--- config.mk ---
export PLATFORM = sky130hd
export DESIGN_NAME = lsd_ctrl
export DESIGN_NICKNAME = d
export VERILOG_FILES = /design/src/rtl/lsd_pkg.sv /design/src/rtl/lsd_ctrl.sv /design/src/rtl/lsd_drv_flags.sv
export SDC_FILE = /design/constraint.sdc
export NUM_CORES = 1
export LEC_CHECK = 0
export ABC_AREA = 1
export BUFFER_PORTS_ARGS = -buffer_cell sky130_fd_sc_hd__buf_2
export CORE_MARGIN = 4
export CORE_UTILIZATION = 50
export CTS_CLUSTER_DIAMETER = 40
export DETAILED_ROUTE_END_ITERATION = 6
export GPL_TIMING_DRIVEN = 0
export PLACE_DENSITY = 0.81
export SETUP_SLACK_MARGIN = 0.15
export SLEW_MARGIN = 0
export SYNTH_ARGS = -nofsm -noshare
export SYNTH_HDL_FRONTEND = slang
export SYNTH_HIERARCHICAL = 1
export SYNTH_SLANG_ARGS = --single-unit
--- constraint.sdc ---
create_clock -name core_clk -period 2.2 [get_ports core_clk]
set_input_delay 0.22 -clock core_clk [delete_from_list [all_inputs] [get_ports core_clk]]
set_output_delay 0.22 -clock core_clk [all_outputs]
set_load 0.03 [all_outputs]
--- src/rtl/lsd_pkg.sv ---
// Shared constants and types for the low-side driver protection block
package lsd_pkg;

  // Register bus geometry
  localparam int unsigned ADDR_W       = 4;
  localparam int unsigned DATA_W       = 8;

  // Register offsets
  localparam logic [3:0]  OFS_LS_CTRL  = 4'h0;  // low_side_control_reg
  localparam logic [3:0]  OFS_LS_UNLK  = 4'h1;  // low_side_unlock_reg
  localparam logic [3:0]  OFS_VSTAT    = 4'h2;  // voltage_status_reg
  localparam logic [3:0]  OFS_LS_STAT  = 4'h3;  // low_side_status_reg
  localparam logic [3:0]  OFS_IRQ_SRC  = 4'h4;  // interrupt_source_reg
  localparam logic [3:0]  OFS_IRQ_MASK = 4'h5;  // interrupt_mask_reg

  // Field positions
  localparam int unsigned EN_LSB       = 0;  // low_side_enable_bits in control reg
  localparam int unsigned VS_COND_BIT  = 0;  // regulator_overvoltage_condition
  localparam int unsigned VS_IE_BIT    = 7;  // regulator_overvoltage_irq_enable
  localparam int unsigned OL_LSB       = 0;  // open-load flags in status reg
  localparam int unsigned CL_LSB       = 4;  // current-limit flags in status reg
  localparam int unsigned SRC_LS_BIT   = 0;  // low-side source in source reg
  localparam int unsigned SRC_OV_BIT   = 1;  // regulator over-voltage source
  localparam int unsigned MASK_LS_BIT  = 0;  // low_side_irq_mask
  localparam int unsigned UNLK_ST_BIT  = 0;  // unlock register: still locked

  // Key that releases the over-voltage lock
  localparam logic [7:0]  UNLOCK_KEY   = 8'h05;

  // Reset values
  localparam logic [7:0]  RST_LS_CTRL  = 8'h00;
  localparam logic        RST_OV_IE    = 1'b0;
  localparam logic        RST_LS_MASK  = 1'b0;
  localparam logic [7:0]  RST_RDATA    = 8'h00;

  // Per-driver inputs from the analogue stage
  typedef struct packed {
    logic pwm;     // PWM phase, high means driver on phase
    logic ol_cmp;  // driver current below open-load threshold
    logic cl_cmp;  // driver in current limitation
  } lsd_drv_in_t;

  // Shared protection comparators
  typedef struct packed {
    logic ov;      // any regulator over-voltage present
    logic ot;      // low-side over-temperature present
  } lsd_prot_in_t;

  // Register bus request
  typedef struct packed {
    logic [3:0] addr;
    logic [7:0] wdata;
    logic       wr;
    logic       rd;
  } lsd_bus_req_t;

endpackage : lsd_pkg

--- src/rtl/lsd_ctrl.sv ---
// Low-side driver control, protection and register file
//
// Functional notes
// Over-voltage clears both low-side enable bits
// Over-voltage condition bit follows live condition
// Enabled over-voltage raises the regulator interrupt
// Reading condition bit clears pending interrupt
// New interrupt only after condition returns
// Software writes unlock key after over-voltage
// Software re-enables once condition bit reads zero
// Software trims threshold, then enables initially
// Low current sets driver open-load flag
// No open-load report while driver off
// Current-limit flag shows limitation per driver
// Over-temperature shuts drivers, latches, reports source
// Masked-in over-temperature latch drives interrupt output
// Control write re-enables after temperature clears
// Gate on only when enabled and unshut
//
// The plain strobed port and the register offsets were left to the implementer.
`timescale 1ns/10ps
module lsd_ctrl
  import lsd_pkg::*;
#(
  parameter int unsigned NUM_DRV = 2
)
(
  input  wire logic                          core_clk,
  input  wire logic                          rst,
  input  lsd_pkg::lsd_bus_req_t              bus_req,
  output logic [lsd_pkg::DATA_W-1:0]         rd_data_q,
  input  lsd_pkg::lsd_prot_in_t              prot_in,
  input  lsd_pkg::lsd_drv_in_t [NUM_DRV-1:0] drv_in,
  output logic [NUM_DRV-1:0]                 gate_q,
  output logic                               irq_q
);

  // Enable bits and shutdown state
  logic [NUM_DRV-1:0] en_q;
  logic               ov_lock_q;
  logic               ot_shut_q;
  logic               ov_prev_q;
  logic               ov_pend_q;
  logic               ov_ie_q;
  logic               ls_mask_q;
  logic [NUM_DRV-1:0] ol_flag;
  logic [NUM_DRV-1:0] cl_flag;

  // Decoded strobes
  logic               wr_ctrl;
  logic               wr_unlk;
  logic               wr_vstat;
  logic               wr_mask;
  logic               rd_vstat;
  logic               ov_rise;
  logic               shut;

  // Address decode: write strobes for four registers, one read strobe for OFS_VSTAT
  assign wr_ctrl  = bus_req.wr & (bus_req.addr == OFS_LS_CTRL);
  assign wr_unlk  = bus_req.wr & (bus_req.addr == OFS_LS_UNLK);
  assign wr_vstat = bus_req.wr & (bus_req.addr == OFS_VSTAT);
  assign wr_mask  = bus_req.wr & (bus_req.addr == OFS_IRQ_MASK);
  assign rd_vstat = bus_req.rd & (bus_req.addr == OFS_VSTAT);

  // Rising over-voltage edge and combined shutdown
  assign ov_rise  = prot_in.ov & ~ov_prev_q;
  assign shut     = prot_in.ov | ot_shut_q;

  // Previous over-voltage level for edge detection
  always_ff @(posedge core_clk or posedge rst)
  begin
    if (rst)
      ov_prev_q <= 1'b0;
    else
      ov_prev_q <= prot_in.ov;
  end

  // Over-voltage lock: armed by the event, released only by the key.
  // While the condition persists the lock keeps re-arming, so a key
  // written too early has no lasting effect.
  always_ff @(posedge core_clk or posedge rst)
  begin
    if (rst)
      ov_lock_q <= 1'b0;
    else if (prot_in.ov)
      ov_lock_q <= 1'b1;
    else if (wr_unlk && (bus_req.wdata == UNLOCK_KEY))
      ov_lock_q <= 1'b0;
  end

  // Enable bits: forced clear during over-voltage, writable once unlocked
  always_ff @(posedge core_clk or posedge rst)
  begin
    if (rst)
      en_q <= RST_LS_CTRL[EN_LSB +: NUM_DRV];
    else if (prot_in.ov)
      en_q <= '0;
    else if (wr_ctrl && !ov_lock_q)
      en_q <= bus_req.wdata[EN_LSB +: NUM_DRV];  // see R7
  end

  // Over-temperature shutdown latch; set wins over the clearing write
  always_ff @(posedge core_clk or posedge rst)
  begin
    if (rst)
      ot_shut_q <= 1'b0;
    else if (prot_in.ot)
      ot_shut_q <= 1'b1;
    else if (wr_ctrl)
      ot_shut_q <= 1'b0;
  end

  // Over-voltage interrupt pending: only a fresh edge sets it, and a
  // new edge in the clearing read cycle still wins
  always_ff @(posedge core_clk or posedge rst)
  begin
    if (rst)
      ov_pend_q <= 1'b0;
    else if (ov_rise && ov_ie_q)
      ov_pend_q <= 1'b1;  // see R3
    else if (rd_vstat)
      ov_pend_q <= 1'b0;
  end

  // Over-voltage interrupt enable
  always_ff @(posedge core_clk or posedge rst)
  begin
    if (rst)
      ov_ie_q <= RST_OV_IE;
    else if (wr_vstat)
      ov_ie_q <= bus_req.wdata[VS_IE_BIT];
  end

  // Low-side interrupt mask
  always_ff @(posedge core_clk or posedge rst)
  begin
    if (rst)
      ls_mask_q <= RST_LS_MASK;
    else if (wr_mask)
      ls_mask_q <= bus_req.wdata[MASK_LS_BIT];
  end

  // Gate drive: enable, PWM phase and no active shutdown
  always_ff @(posedge core_clk or posedge rst)
  begin
    if (rst)
      gate_q <= '0;
    else
      gate_q <= en_q & {NUM_DRV{~shut}} & drv_phase(drv_in);  // see R15
  end

  // Interrupt request from either source
  always_ff @(posedge core_clk or posedge rst)
  begin
    if (rst)
      irq_q <= 1'b0;
    else
      irq_q <= (ot_shut_q & ls_mask_q) | ov_pend_q;  // see R13
  end

  // PWM phase of each driver gathered into one vector
  function automatic logic [NUM_DRV-1:0] drv_phase(
    input lsd_drv_in_t [NUM_DRV-1:0] d
  );
    logic [NUM_DRV-1:0] p;
    p = '0;
    for (int i = 0; i < NUM_DRV; i++)
      p[i] = d[i].pwm;
    return p;
  endfunction : drv_phase

  // Status flags per driver; judged against the driven gate so the
  // PWM off phase never reports open load
  generate
    for (genvar g = 0; g < NUM_DRV; g++)
    begin : g_flags
      lsd_drv_flags u_flags (
        .core_clk (core_clk),
        .rst      (rst),
        .drv_on   (gate_q[g]),
        .drv_in   (drv_in[g]),
        .ol_q     (ol_flag[g]),
        .cl_q     (cl_flag[g])
      );
    end
  endgenerate

  // Read data: valid only in the cycle after the read strobe, zero
  // otherwise and for unmapped offsets
  always_ff @(posedge core_clk or posedge rst)
  begin
    if (rst)
      rd_data_q <= RST_RDATA;
    else
    begin
      rd_data_q <= '0;
      if (bus_req.rd)
      begin
        unique case (bus_req.addr)
          OFS_LS_CTRL:
            rd_data_q[EN_LSB +: NUM_DRV] <= en_q;
          OFS_LS_UNLK:
            rd_data_q[UNLK_ST_BIT] <= ov_lock_q;
          OFS_VSTAT:
          begin
            rd_data_q[VS_COND_BIT] <= prot_in.ov;
            rd_data_q[VS_IE_BIT]   <= ov_ie_q;
          end
          OFS_LS_STAT:
          begin
            rd_data_q[OL_LSB +: NUM_DRV] <= ol_flag;
            rd_data_q[CL_LSB +: NUM_DRV] <= cl_flag;
          end
          OFS_IRQ_SRC:
          begin
            rd_data_q[SRC_LS_BIT] <= ot_shut_q;
            rd_data_q[SRC_OV_BIT] <= ov_pend_q;
          end
          OFS_IRQ_MASK:
            rd_data_q[MASK_LS_BIT] <= ls_mask_q;
          default:
            rd_data_q <= '0;
        endcase
      end
    end
  end

endmodule : lsd_ctrl

--- src/rtl/lsd_drv_flags.sv ---
// Per-driver open-load and current-limit status flags
`timescale 1ns/10ps
module lsd_drv_flags
  import lsd_pkg::*;
(
  input  wire logic         core_clk,
  input  wire logic         rst,
  input  wire logic         drv_on,
  input  lsd_pkg::lsd_drv_in_t drv_in,
  output logic              ol_q,
  output logic              cl_q
);

  // Open-load only judged while the driver conducts; an off driver
  // draws no current and would otherwise always look open
  always_ff @(posedge core_clk or posedge rst)
  begin
    if (rst)
      ol_q <= 1'b0;
    else
      ol_q <= drv_on & drv_in.ol_cmp;  // see R9
  end

  // Current limitation follows the comparator while the stage is driven
  always_ff @(posedge core_clk or posedge rst)
  begin
    if (rst)
      cl_q <= 1'b0;
    else
      cl_q <= drv_on & drv_in.cl_cmp;
  end

endmodule : lsd_drv_flags

==> impl_summary.md, run 1 <==
Logic synthesis
Synthesis inferred 20 register bits. In this run the cell area of the synthesized design comes to 931 um2. The count of unique library cells instantiated by Yosys is 16. The cell count after synthesis is 114.

During synthesis, Yosys emitted a total of 6 warnings. For this run, the register share of the synthesized area comes to 53.8%. The mean cell area of the mapped netlist is 8.17 um2.

STA
Setup violations remaining at the end of the flow were counted as 0. For the pin with the worst max-slew slack, the measured transition is 590 ps. The count of endpoints failing hold in the final timing report came to 0. The number of pins with negative max-slew slack in the final report is 0. The upper clock frequency limit is 907 MHz.

The final critical-path required period is 1100 ps. The final period utilization is 50.1%. Setup repair after global routing left no endpoint under its margin.

The relative slew slack is 60.6%. The setup skew after layout is 7.12 ps. The setup TNS is 0 ps.

Pwr
In this run switching power makes up 24.4% of total power. The share of total power dissipated in the clock network is 35.8%. Combinational logic is responsible for 14.5% of the overall power. The total power per unit cell area is 693 nW/um2. The total internal power is 0.000622 W. Summed over all cells, the static leakage comes to 0.710 nW. The sequential cell fraction of total power is 49.6%. The analysis attributes to net switching a power of 0.000201 W. The largest voltage drop on the vdd net is 0.457 mV.

Setup path
The startpoint type of the worst setup path is a register. The delay contributed by the slowest stage of the critical path is 410 ps. For the worst flop-to-flop path, the logic depth is 4. In this run the critical register-to-register path is launched from en_q[0].

The cell type group with the largest total delay on the critical path is flip-flops. The required time at the worst-slack endpoint is 1980 ps. The arrival time of data at the critical path endpoint is 880 ps. The maximum net fanout on the critical path is 3. The total buffers and inverters traversed by the critical path is 1.

The category of the critical setup timing path is register to output port. The largest individual stage delay along the critical path comes from the cell sky130_fd_sc_hd__dfrtp_1. The endpoint identified for the worst register-to-register timing path is rd_data_q[0]. The slack of the worst reg-to-reg path is 1370 ps.

The critical path endpoint category is an output port. The critical path goes through buf_2.

Layout
The most frequent standard cell in the layout excluding fill and tap cells is sky130_fd_sc_hd__buf_2. The count of nets after finishing is 177. From synthesis to final layout, the design area changed by 27.6%. 0 antenna diodes ended up in the layout. Leaving out fill and tap cells, the most frequent cells in the layout are sky130_fd_sc_hd__buf_2 (31), sky130_fd_sc_hd__nand2_1 (24), sky130_fd_sc_hd__inv_1 (23).

The post-route netlist has 29.6% of its cells at a drive strength greater than 1. At the end of the flow the core is filled with cells to 68.0%.

Floorplanning
The floorplan step set the die width to 51.2 um. During I/O placement, the number of pins put on the boundary was 35. For this configuration, the core starts out at a cell density of 53.3%.

Measured along the y axis, the die boundary spans 51.2 um. In this run the standard cell core region covers 1750 um2. The die area is 2620 um2. The number of standard-cell rows in the floorplan is 15.

Clock tree
The later pin in the worst-skew pair is clocked with a latency of 300 ps. The post-CTS clock slew at the launch and capture registers of the worst setup and hold paths is 120 ps. Clock tree synthesis found a total of 20 sinks.

After clock tree synthesis, the repair step resized 0 gates. The root buffer cell is sky130_fd_sc_hd__clkbuf_4. TritonCTS built the clock tree. The H-tree level count is 1. The number of buffers added by the clock tree synthesis step is 3.

Counting along the longest clock path gives a buffer depth of 2.

Placement
Routability-driven placement finished with a final weighted congestion of 0.834. Detailed placement finished with a half-perimeter wire length of 1.44 mm. During placement, the flow inserted port buffers numbering 31.

Worst hold path
The min-delay analysis places its worst path in the category input pin to register. The endpoint with the worst hold slack is ov_prev_q. Along the worst hold path, the cell count comes to 1. The start point of the worst hold path is prot_in[1].

Drt
The total DRC errors in the routed layout is 0. The vias after detailed routing is 817. The post-detailed-route via-to-cell ratio is 4.62.

The number of nets with antenna violations after routing is 0. The first TritonRoute pass finished after 4 iterations. The overall routed net length is 1.83 mm. The number of violations reported at the end of detailed-routing iteration 0 is 16.

The average wire length per cell after detail routing is 10.3 um.

Global routing
The number of global-route vias before repair is 752. After global routing the overflow that remains totals 0. The initial antenna violation count is 0. Entering global routing, the biggest net connects 17 pins. The first global-routing pass estimated 3.02 mm of wire. The combined global-route utilization of all metal layers is 15.6%.

Job
The tool flagged a number of max-cap violations equal to 0.

Outcome
The flow ran to the end, and the final reports show no timing, DRC or antenna violations.
## power groups by stage
stage | clock [W] | sequential, W | combinational (W)
global route | 0.000315 | 0.000411 | 0.000134
global placement | 0 | 0.000414 | 0.000115
CTS | 0.000300 | 0.000408 | 0.000121
detailed placement | 0 | 0.000416 | 0.000119
floorplan | 0 | 0.000426 | 0.0000591
finish | 0.000295 | 0.000408 | 0.000120
## state kept, by name, indices dropped and copies added (netlist names)
name and flops:
rd_data_q 5, en_q 2, g_flags.u_flags/cl_q 2, g_flags.u_flags/ol_q 2, gate_q 2, irq_q 1, ls_mask_q 1, ot_shut_q 1
ov_ie_q 1, ov_lock_q 1, ov_pend_q 1, ov_prev_q 1
## routing by layer
layer,vias up,share of wire [%],GRT usage [%]
met5,-,0,0
met3,6,7.2,3.21
li1,416,-,-
met1,369,42,18.3
met4,0,2.1,8.52
met2,26,49,26.6
## Yosys cell counts
master                     instances  area (um2)
sky130_fd_sc_hd__buf_4             3        22.5
sky130_fd_sc_hd__o21bai_1          1        7.51
sky130_fd_sc_hd__nand2_1          24        90.1
sky130_fd_sc_hd__inv_1            23        86.3
sky130_fd_sc_hd__o31ai_1           1        7.51
sky130_fd_sc_hd__nor2_4            2        22.5
sky130_fd_sc_hd__nand2_2           3        18.8
sky130_fd_sc_hd__conb_1            1        3.75
sky130_fd_sc_hd__nor2_2            2        12.5
sky130_fd_sc_hd__dfrtp_1          20         500
sky130_fd_sc_hd__nor3_1            1        5.00
sky130_fd_sc_hd__nor2_1           11        41.3
sky130_fd_sc_hd__nand3_1          17        85.1
sky130_fd_sc_hd__a21oi_1           1        5.00
sky130_fd_sc_hd__o21ai_0           3        15.0
sky130_fd_sc_hd__a21o_1            1        7.51
## repair_timing
item / CTS / global route
hold buffers: 1 / 0
hold endpoints to repair: 4 / 0
setup buffers: 0 / 0
## worst max-delay path by stage
stage                     slack (ps)        start   endpoint  cells after the start
after floorplan                 1330  bus_req[13]  ov_pend_q                      6
after global placement          1110  bus_req[13]  ov_pend_q                      7
after detailed placement        1100  bus_req[13]  ov_pend_q                      7
after CTS                       1090    gate_q[1]  gate_q[1]                      1
after global routing            1060    gate_q[1]  gate_q[1]                      1
final                           1100    gate_q[0]  gate_q[0]                      1
## cell type report
class / count / area, um2
repair buffers: 32 / 165
multi-input cells: 70 / 329
clock buffers: 3 / 22.5
clock inverters: 1 / 30.0
well taps: 25 / 31.3
fillers: 165 / 558
plain buffers: 3 / 22.5
inverters: 23 / 86.3
flip-flops and latches: 20 / 500
## kinds of logic after synthesis
family / after synthesis / synth area share (%)
AND/OR/NAND/NOR: 60 / 29.6
buffers and inverters: 26 / 11.7
flip-flops: 20 / 53.8
AO/OA/AOI/OAI: 7 / 4.57
other: 1 / 0.403
## per-stage QoR
stage	hold slack, ps	total power (W)	instances	area, um2	worst slack, ps
3_3_place_gp	86.5	0.000529	172	1120	1110
3_5_place_dp	89.6	0.000535	172	1120	1100
2_1_floorplan	-38.8	0.000485	116	938	1330
4_1_cts	37.6	0.000829	177	1190	1090
5_1_grt	46.4	0.000860	177	1190	1060
6_report	45.1	0.000823	177	1190	1100
No activity file was read; power rests on OpenSTA's default activity.
==> inputs of run 2 (changes only) <==
- ABC_AREA: 1 -> 0
- CORE_UTILIZATION: 50 -> 47
- PLACE_DENSITY: 0.81 -> 0.77
- clock period: 2.2 -> 1.02 ns (I/O delays scaled with it)
==> impl_summary.md, run 2 <==
Outcome
The run finished, with violations left. The final reports fail on negative setup slack.

STA
The final critical-path required period is 1130 ps. The setup TNS is -260 ps (-260 ps). Dividing the final minimum period by the clock period gives 111%. The final worst-path setup slack came to -114 ps (-1210 ps). Setup repair after global routing could not meet its margin everywhere. The count of endpoints failing hold in the final timing report is 0 (unchanged). The count of final setup violators was 3 (+3). The number of pins with negative max-slew slack in the final report is 0 (unchanged).

The final hold slack is 14.9 ps (-30.1 ps). The setup skew after layout was 3.06 ps (-4.07 ps). The upper clock frequency limit is 882 MHz.

Floorplanning
The initial cell density of the core is 51.5% (-1.8 points). The width of the die was 52.4 um (+2.5%). The die area came to 2750 um2 (+5.1%). The chip height was 52.4 um (+2.5%).

The placeable core area came to 1800 um2 (+3.2%). The number of standard-cell rows in the floorplan came to 15 (unchanged). The number of top-level design ports is 35 (unchanged).

Clock tree
The worst-case clock buffer depth is 2 (unchanged). TritonCTS built the clock tree. The H-tree level count is 1 (unchanged). The count of clock tree sinks came to 20 (unchanged). The root buffer cell is sky130_fd_sc_hd__clkbuf_4.

The post-CTS clock slew at the launch and capture registers of the worst setup and hold paths is 110 ps (about the same). The number of buffers added by the clock tree synthesis step was 3 (unchanged). The insertion delay to the later sink of the worst-skew pair came to 300 ps (about the same).

Setup path
The cell type group with the largest total delay on the critical path is flip-flops. The required time at the worst-slack endpoint is 1220 ps (-760 ps). The maximum net fanout on the critical path is 4 (+1). The category of the critical setup timing path is register to register. The total buffers and inverters traversed by the critical path is 0 (-1). The delay contributed by the slowest stage of the critical path was 430 ps (+20 ps). The arrival time of data at the critical path endpoint is 1330 ps (+450 ps).

The startpoint type of the worst setup path is a register. The critical path goes through or3b_4 > o21ai_2 > a21oi_1. The worst setup path is captured at a register. The cell with the largest stage delay on the worst path is sky130_fd_sc_hd__dfrtp_1.

Logic synthesis
The mean cell area of the mapped netlist is 11.3 um2 (+39%). The async set or reset register ratio after synthesis is 100% (unchanged). The area fraction of the dominant cell type after synthesis is 53.9% (+0.14 points). The cell area after technology mapping is 928 um2 (-0.27%).

By area the synthesized netlist is led by sky130_fd_sc_hd__dfrtp_1 (54%), sky130_fd_sc_hd__and2_1 (4.0%), sky130_fd_sc_hd__mux2_2 (3.6%). The cell count after synthesis is 82 (-28%). The count of flip-flops with a built-in enable after synthesis is 0 (unchanged). The number of register bits inferred by synthesis is 20 (unchanged).

The sequential cell area fraction in the yosys report is 53.9% (+0.14 points). By count the netlist is led by sky130_fd_sc_hd__dfrtp_1 (20), sky130_fd_sc_hd__and2_1 (6), sky130_fd_sc_hd__nand2_1 (6). The total number of yosys warnings is 6 (unchanged). The most instantiated library cell after synthesis is sky130_fd_sc_hd__dfrtp_1. Among all flip-flop cells after synthesis, the most frequent one is sky130_fd_sc_hd__dfrtp_1. The cell taking the most area after synthesis is sky130_fd_sc_hd__dfrtp_1.

The count of unique library cells instantiated by Yosys came to 34 (+18).

Drt
The total DRC errors in the routed layout was 0 (unchanged). The overall routed net length is 2.22 mm (+21%). The number of violations reported at the end of detailed-routing iteration 0 is 10 (-6). The number of iterations in the first detailed-routing pass is 4 (unchanged). The total length of routed met2 wires is 1.15 mm (+28%). The post-detailed-route via-to-cell ratio is 5.15 (+12%).

The met3 wire length is 146 um (+11%). The uppermost layer routed is met4. The length of routed wiring on met1 is 886 um (+17%). The vias after detailed routing came to 788 (-3.5%). The number of nets with antenna violations after routing is 0 (unchanged). The average wire length per cell after detail routing is 14.5 um (+40%).

Layout
The storage element area is 500 um2 (unchanged). The share of final-layout standard cells stronger than drive strength 1 was 50.8% (+21 points). The final antenna diode count is 0 (unchanged). The flip-flop count of the largest register, all copies and words added is 5 (unchanged). The multi-input gate area in the final layout is 447 um2 (+36%). The most frequent standard cell in the layout excluding fill and tap cells is sky130_fd_sc_hd__buf_2. The total of fill cells in the finished design was 129 (-22%).

The layout overhead on the synthesized area is 48.2%. The register with the highest flop count is rd_data_q. The count of nets after finishing was 153 (-14%). Leaving out fill and tap cells, the most frequent cells in the layout are sky130_fd_sc_hd__buf_2 (22), sky130_fd_sc_hd__dfrtp_1 (20), sky130_fd_sc_hd__buf_6 (12).

Pwr
The total power per unit cell area was 1190 nW/um2 (+72%). The standby leakage power is 0.669 nW (-5.7%). The largest voltage drop on the vdd net is 0.779 mV (+70%).

Placement
The pre-CTS setup slack is -98.6 ps (-1200 ps). The count of input and output buffers is 30 (-3.2%). The placed wire-length estimate is 1.51 mm (+5.3%). The global placer's final weighted congestion is 0.799 (-4.1%).

Global routing
The largest net degree at the start of global routing was 17 (unchanged). The number of global-route vias before repair is 793 (+5.5%). The aggregate global routing overflow was 0 (unchanged). The global-route wire length before repair came to 3.46 mm (+15%). The combined global-route utilization of all metal layers is 17.3% (+1.7 points). The initial antenna violation count is 0 (unchanged).

Job
The number of max-capacitance violations reported is 0 (unchanged).

Worst hold path
The classification of the worst-slack hold path is input pin to register.
[run 2: cell count changes in the layout (fill, tap and decap cells not counted), moves of 9 or more]
cell,delta
sky130_fd_sc_hd__inv_1,-20
sky130_fd_sc_hd__nand2_1,-18
sky130_fd_sc_hd__nand3_1,-14
sky130_fd_sc_hd__buf_6,+12
sky130_fd_sc_hd__buf_2,-9
sky130_fd_sc_hd__nor2_1,-9
[run 2: worst paths after layout]
| kind | start | to | slack, ps | cells past startpoint |
|---|---|---|---|---|
| worst max-delay path | ov_lock_q | en_q[0] | -110 | 3 |
| worst min-delay path | drv_in[1] | g_flags[0].u_flags/ol_q | 10 | 2 |
| worst max register to register | ov_lock_q | en_q[0] | -110 | 3 |
| worst min register to register | ov_prev_q | ov_pend_q | 430 | 1 |
| max in group asynchronous | rst | rd_data_q[4] | 410 | 3 |
| min in group asynchronous | rst | g_flags[0].u_flags/cl_q | 280 | 3 |
[run 2: repair_timing]
| item | CTS | global route |
|---|---|---|
| endpoints found under the setup margin | 12 | 31 |
| pin swaps | 5 | 5 |
| endpoints found under the hold margin | 22 | 1 |
| hold buffers | 2 | 1 |
| buffers inserted | 5 | 2 |
| resized for setup | 22 | 12 |
[run 2: layout make-up]
cell class / count / area share (%)
flip-flops and latches: 20 / 36.4
multi-input cells: 55 / 32.5
repair buffers: 40 / 21.4
plain buffers: 5 / 3.55
clock buffers: 4 / 2.64
well taps: 25 / 2.27
inverters: 4 / 1.36
[run 2: per-layer routing]
| layer | global-route usage [%] | vias to the layer above |
|---|---|---|
| met5 | 0 | - |
| met4 | 3.83 | 0 |
| met3 | 4.27 | 6 |
| met2 | 31.4 | 27 |
| met1 | 20.3 | 378 |
| li1 | - | 377 |
[run 2: per-stage QoR]
step	utilization, %	cells	power, W	cell area [um2]
2_1_floorplan	-	84	0.00103	956
3_3_place_gp	63.1	139	0.00112	1140
3_5_place_dp	63.1	139	0.00113	1140
4_1_cts	72.6	150	0.00161	1310
5_1_grt	76.4	153	0.00171	1380
6_report	76.4	153	0.00164	1380
[run 2: cells by family (layout without fill, tap and decap cells)]
kind of cell / after synthesis / in the layout / share of synthesized area (%)
other cells: 1 / 3 / 0.404
simple gates: 36 / 36 / 25.5
compound gates: 11 / 11 / 7.68
flops: 20 / 20 / 53.9
buf+inv: 9 / 53 / 6.47
mux: 5 / 5 / 6.06
[run 2: report_power, final]
part	total, W	internal (W)	switching, W
Sequential	0.000863	0.000836	0.0000274
Combinational	0.000319	0.000161	0.000158
Clock	0.000457	0.000218	0.000240
==> inputs of run 3 (changes only) <==
==> constraint.sdc (replaced) <==
create_clock -name core_clk -period 1.3 [get_ports core_clk]
set_input_delay 0.13 -clock core_clk [delete_from_list [all_inputs] [get_ports core_clk]]
set_output_delay 0.13 -clock core_clk [all_outputs]
set_load 0.02 [all_outputs]
==> impl_summary.md, run 3 (synthesized netlist as in run 2, its figures left out) <==
Clock tree
The count of clock tree sinks came to 20 (unchanged). The tree is rooted in a sky130_fd_sc_hd__clkbuf_4. The post-CTS clock slew at the launch and capture registers of the worst setup and hold paths is 100 ps (about the same). The post-cts repair resize count came to 0 (-100%). The number of buffers added by the clock tree synthesis step is 3 (unchanged). The insertion delay to the later sink of the worst-skew pair is 280 ps (-20 ps).

The H-tree level count was 1 (unchanged). The worst-case clock buffer depth is 2 (unchanged). The clock tree from TritonCTS is done.

Setup path
The cell type group with the largest total delay on the critical path is flip-flops. The arrival time of data at the critical path endpoint is 1290 ps (-40 ps). The delay contributed by the slowest stage of the critical path came to 420 ps (about the same). Traced cell by cell, the critical path runs through or3b_1 > o21ai_1 > a21oi_1. The total buffers and inverters traversed by the critical path came to 0 (unchanged). The worst setup path is captured at a register.

The maximum net fanout on the critical path came to 4 (unchanged). The required time at the worst-slack endpoint was 1480 ps (+260 ps). The worst setup path is launched from a register. The cell with the largest stage delay on the worst path is sky130_fd_sc_hd__dfrtp_1. The instance count on the critical path is 3 (unchanged). The category of the critical setup timing path is register to register. The number of cells on the worst reg-to-reg path is 3 (unchanged).

Layout
The register with the highest flop count is rd_data_q. The number of cells in the finished layout apart from fillers is 144 (-5.9%). The layout overhead on the synthesized area is 24.7%. The count of nets after finishing is 145 (-5.2%). The top cell types in the final layout, fill and taps aside, are sky130_fd_sc_hd__buf_2 (30), sky130_fd_sc_hd__dfrtp_1 (20), sky130_fd_sc_hd__nand2_1 (6), sky130_fd_sc_hd__and2_1 (6).

The share of final-layout standard cells stronger than drive strength 1 is 39.5% (-11 points). The flip-flop count of the largest register, all copies and words added is 5 (unchanged). The final design utilization was 64.2% (-12 points). The final antenna diode count came to 0 (unchanged). The library cell used most frequently in the layout, excluding fill and tap cells, is sky130_fd_sc_hd__buf_2.

Drt
The total DRC errors in the routed layout is 0 (unchanged). The vias after detailed routing is 723 (-8.2%). The total length of routed met2 wires is 904 um (-21%). The post-detailed-route via-to-cell ratio is 5.02 (-2.5%).

The number of iterations in the first detailed-routing pass is 4 (unchanged). The number of nets with antenna violations after routing was 0 (unchanged). The average wire length per cell after detail routing came to 12.4 um (-15%). The met3 wire length is 132 um (-9.6%).

The length of routed wiring on met1 came to 731 um (-17%). The number of violations reported at the end of detailed-routing iteration 0 was 9 (-1). The uppermost layer routed is met4.

The overall routed net length was 1.78 mm (-20%).

Worst hold path
The classification of the worst-slack hold path is input pin to register. The number of cells traversed by the worst hold path came to 2 (unchanged).

Floorplanning
The initial cell density of the core came to 51.5% (unchanged). The chip height is 52.4 um (unchanged). The width of the die is 52.4 um (unchanged). The placeable core area was 1800 um2 (unchanged). The number of top-level design ports came to 35 (unchanged). The number of standard-cell rows in the floorplan is 15 (unchanged). The die area was 2750 um2 (unchanged).

Placement
The instance count after placement with tap cells included came to 139 (unchanged). The global placer's final weighted congestion is 0.807 (+1.0%). The placed wire-length estimate was 1.45 mm (-4.0%). The count of input and output buffers is 30 (unchanged). The pre-CTS setup slack is 185 ps (+283 ps).

STA
The final period utilization is 85.8% (-25 points). The count of endpoints failing hold in the final timing report came to 0 (unchanged). At the pin with the least slew margin, the transition time is 592 ps. The upper clock frequency limit came to 897 MHz (+1.7%).

Setup repair after global routing could not meet its margin everywhere. The number of pins with negative max-slew slack in the final report came to 0 (unchanged). The final critical-path required period is 1120 ps (-18.4 ps). The setup skew after layout is 0.835 ps (-2.22 ps).

The final hold slack is 22.1 ps (+7.23 ps). The final worst-path setup slack was 185 ps (+298 ps). The relative slew slack is 60.5%.

The count of final setup violators is 0 (-3). The setup TNS is 0 ps (+260 ps).

Job
The number of max-capacitance violations reported is 0 (unchanged).

Global routing
The global-route wire length before repair is 2.92 mm (-16%). The largest net degree at the start of global routing is 17 (unchanged). The combined global-route utilization of all metal layers is 14.5% (-2.8 points). The aggregate global routing overflow is 0 (unchanged).

The initial antenna violation count is 0 (unchanged). The number of global-route vias before repair is 716 (-9.7%).

Pwr
The standby leakage power came to 0.586 nW (-12%). The total power per unit cell area is 962 nW/um2 (-19%). The largest voltage drop on the vdd net is 0.609 mV (-22%).

Outcome
The run finished with clean final reports.
## run 3: cell type report
cell class	instances	area, um2
well taps	25	31.3
clock buffers	3	22.5
inverters	4	15.0
repair buffers	32	168
fillers	166	644
multi-input cells	55	375
flip-flops and latches	20	500
plain buffers	5	45.0
## run 3: final timing paths
path,startpoint,to,slack (ps)
min in group asynchronous,rst,g_flags[0].u_flags/ol_q,260
min,prot_in[0],ot_shut_q,20
max,ov_lock_q,en_q[0],180
max in group asynchronous,rst,ov_prev_q,440
min reg2reg,ov_prev_q,ov_pend_q,420
max reg2reg,ov_lock_q,en_q[0],180
## run 3: per-layer routing
metal  global-route usage [%]  up-vias
met5                        0        -
met4                     3.83        0
met3                     3.13        2
met2                     25.6       27
met1                     17.5      335
li1                         -      359
## run 3: power breakdown
part / switching [W] / internal [W]
Combinational: 0.0000925 / 0.0000828
Clock: 0.000158 / 0.000107
Sequential: 0.0000178 / 0.000656
Total: 0.000268 / 0.000846
## run 3: stage by stage
step	power, W	area (um2)
floorplan	0.000787	936
global placement	0.000854	1120
detailed placement	0.000860	1120
CTS	0.00113	1150
global route	0.00118	1160
finish	0.00111	1160
## run 3: what timing repair did
action / CTS / global route
hold buffers: 1 / 0
endpoints found under the setup margin: 0 / 2
endpoints found under the hold margin: 20 / 0
buffers inserted: 0 / 1
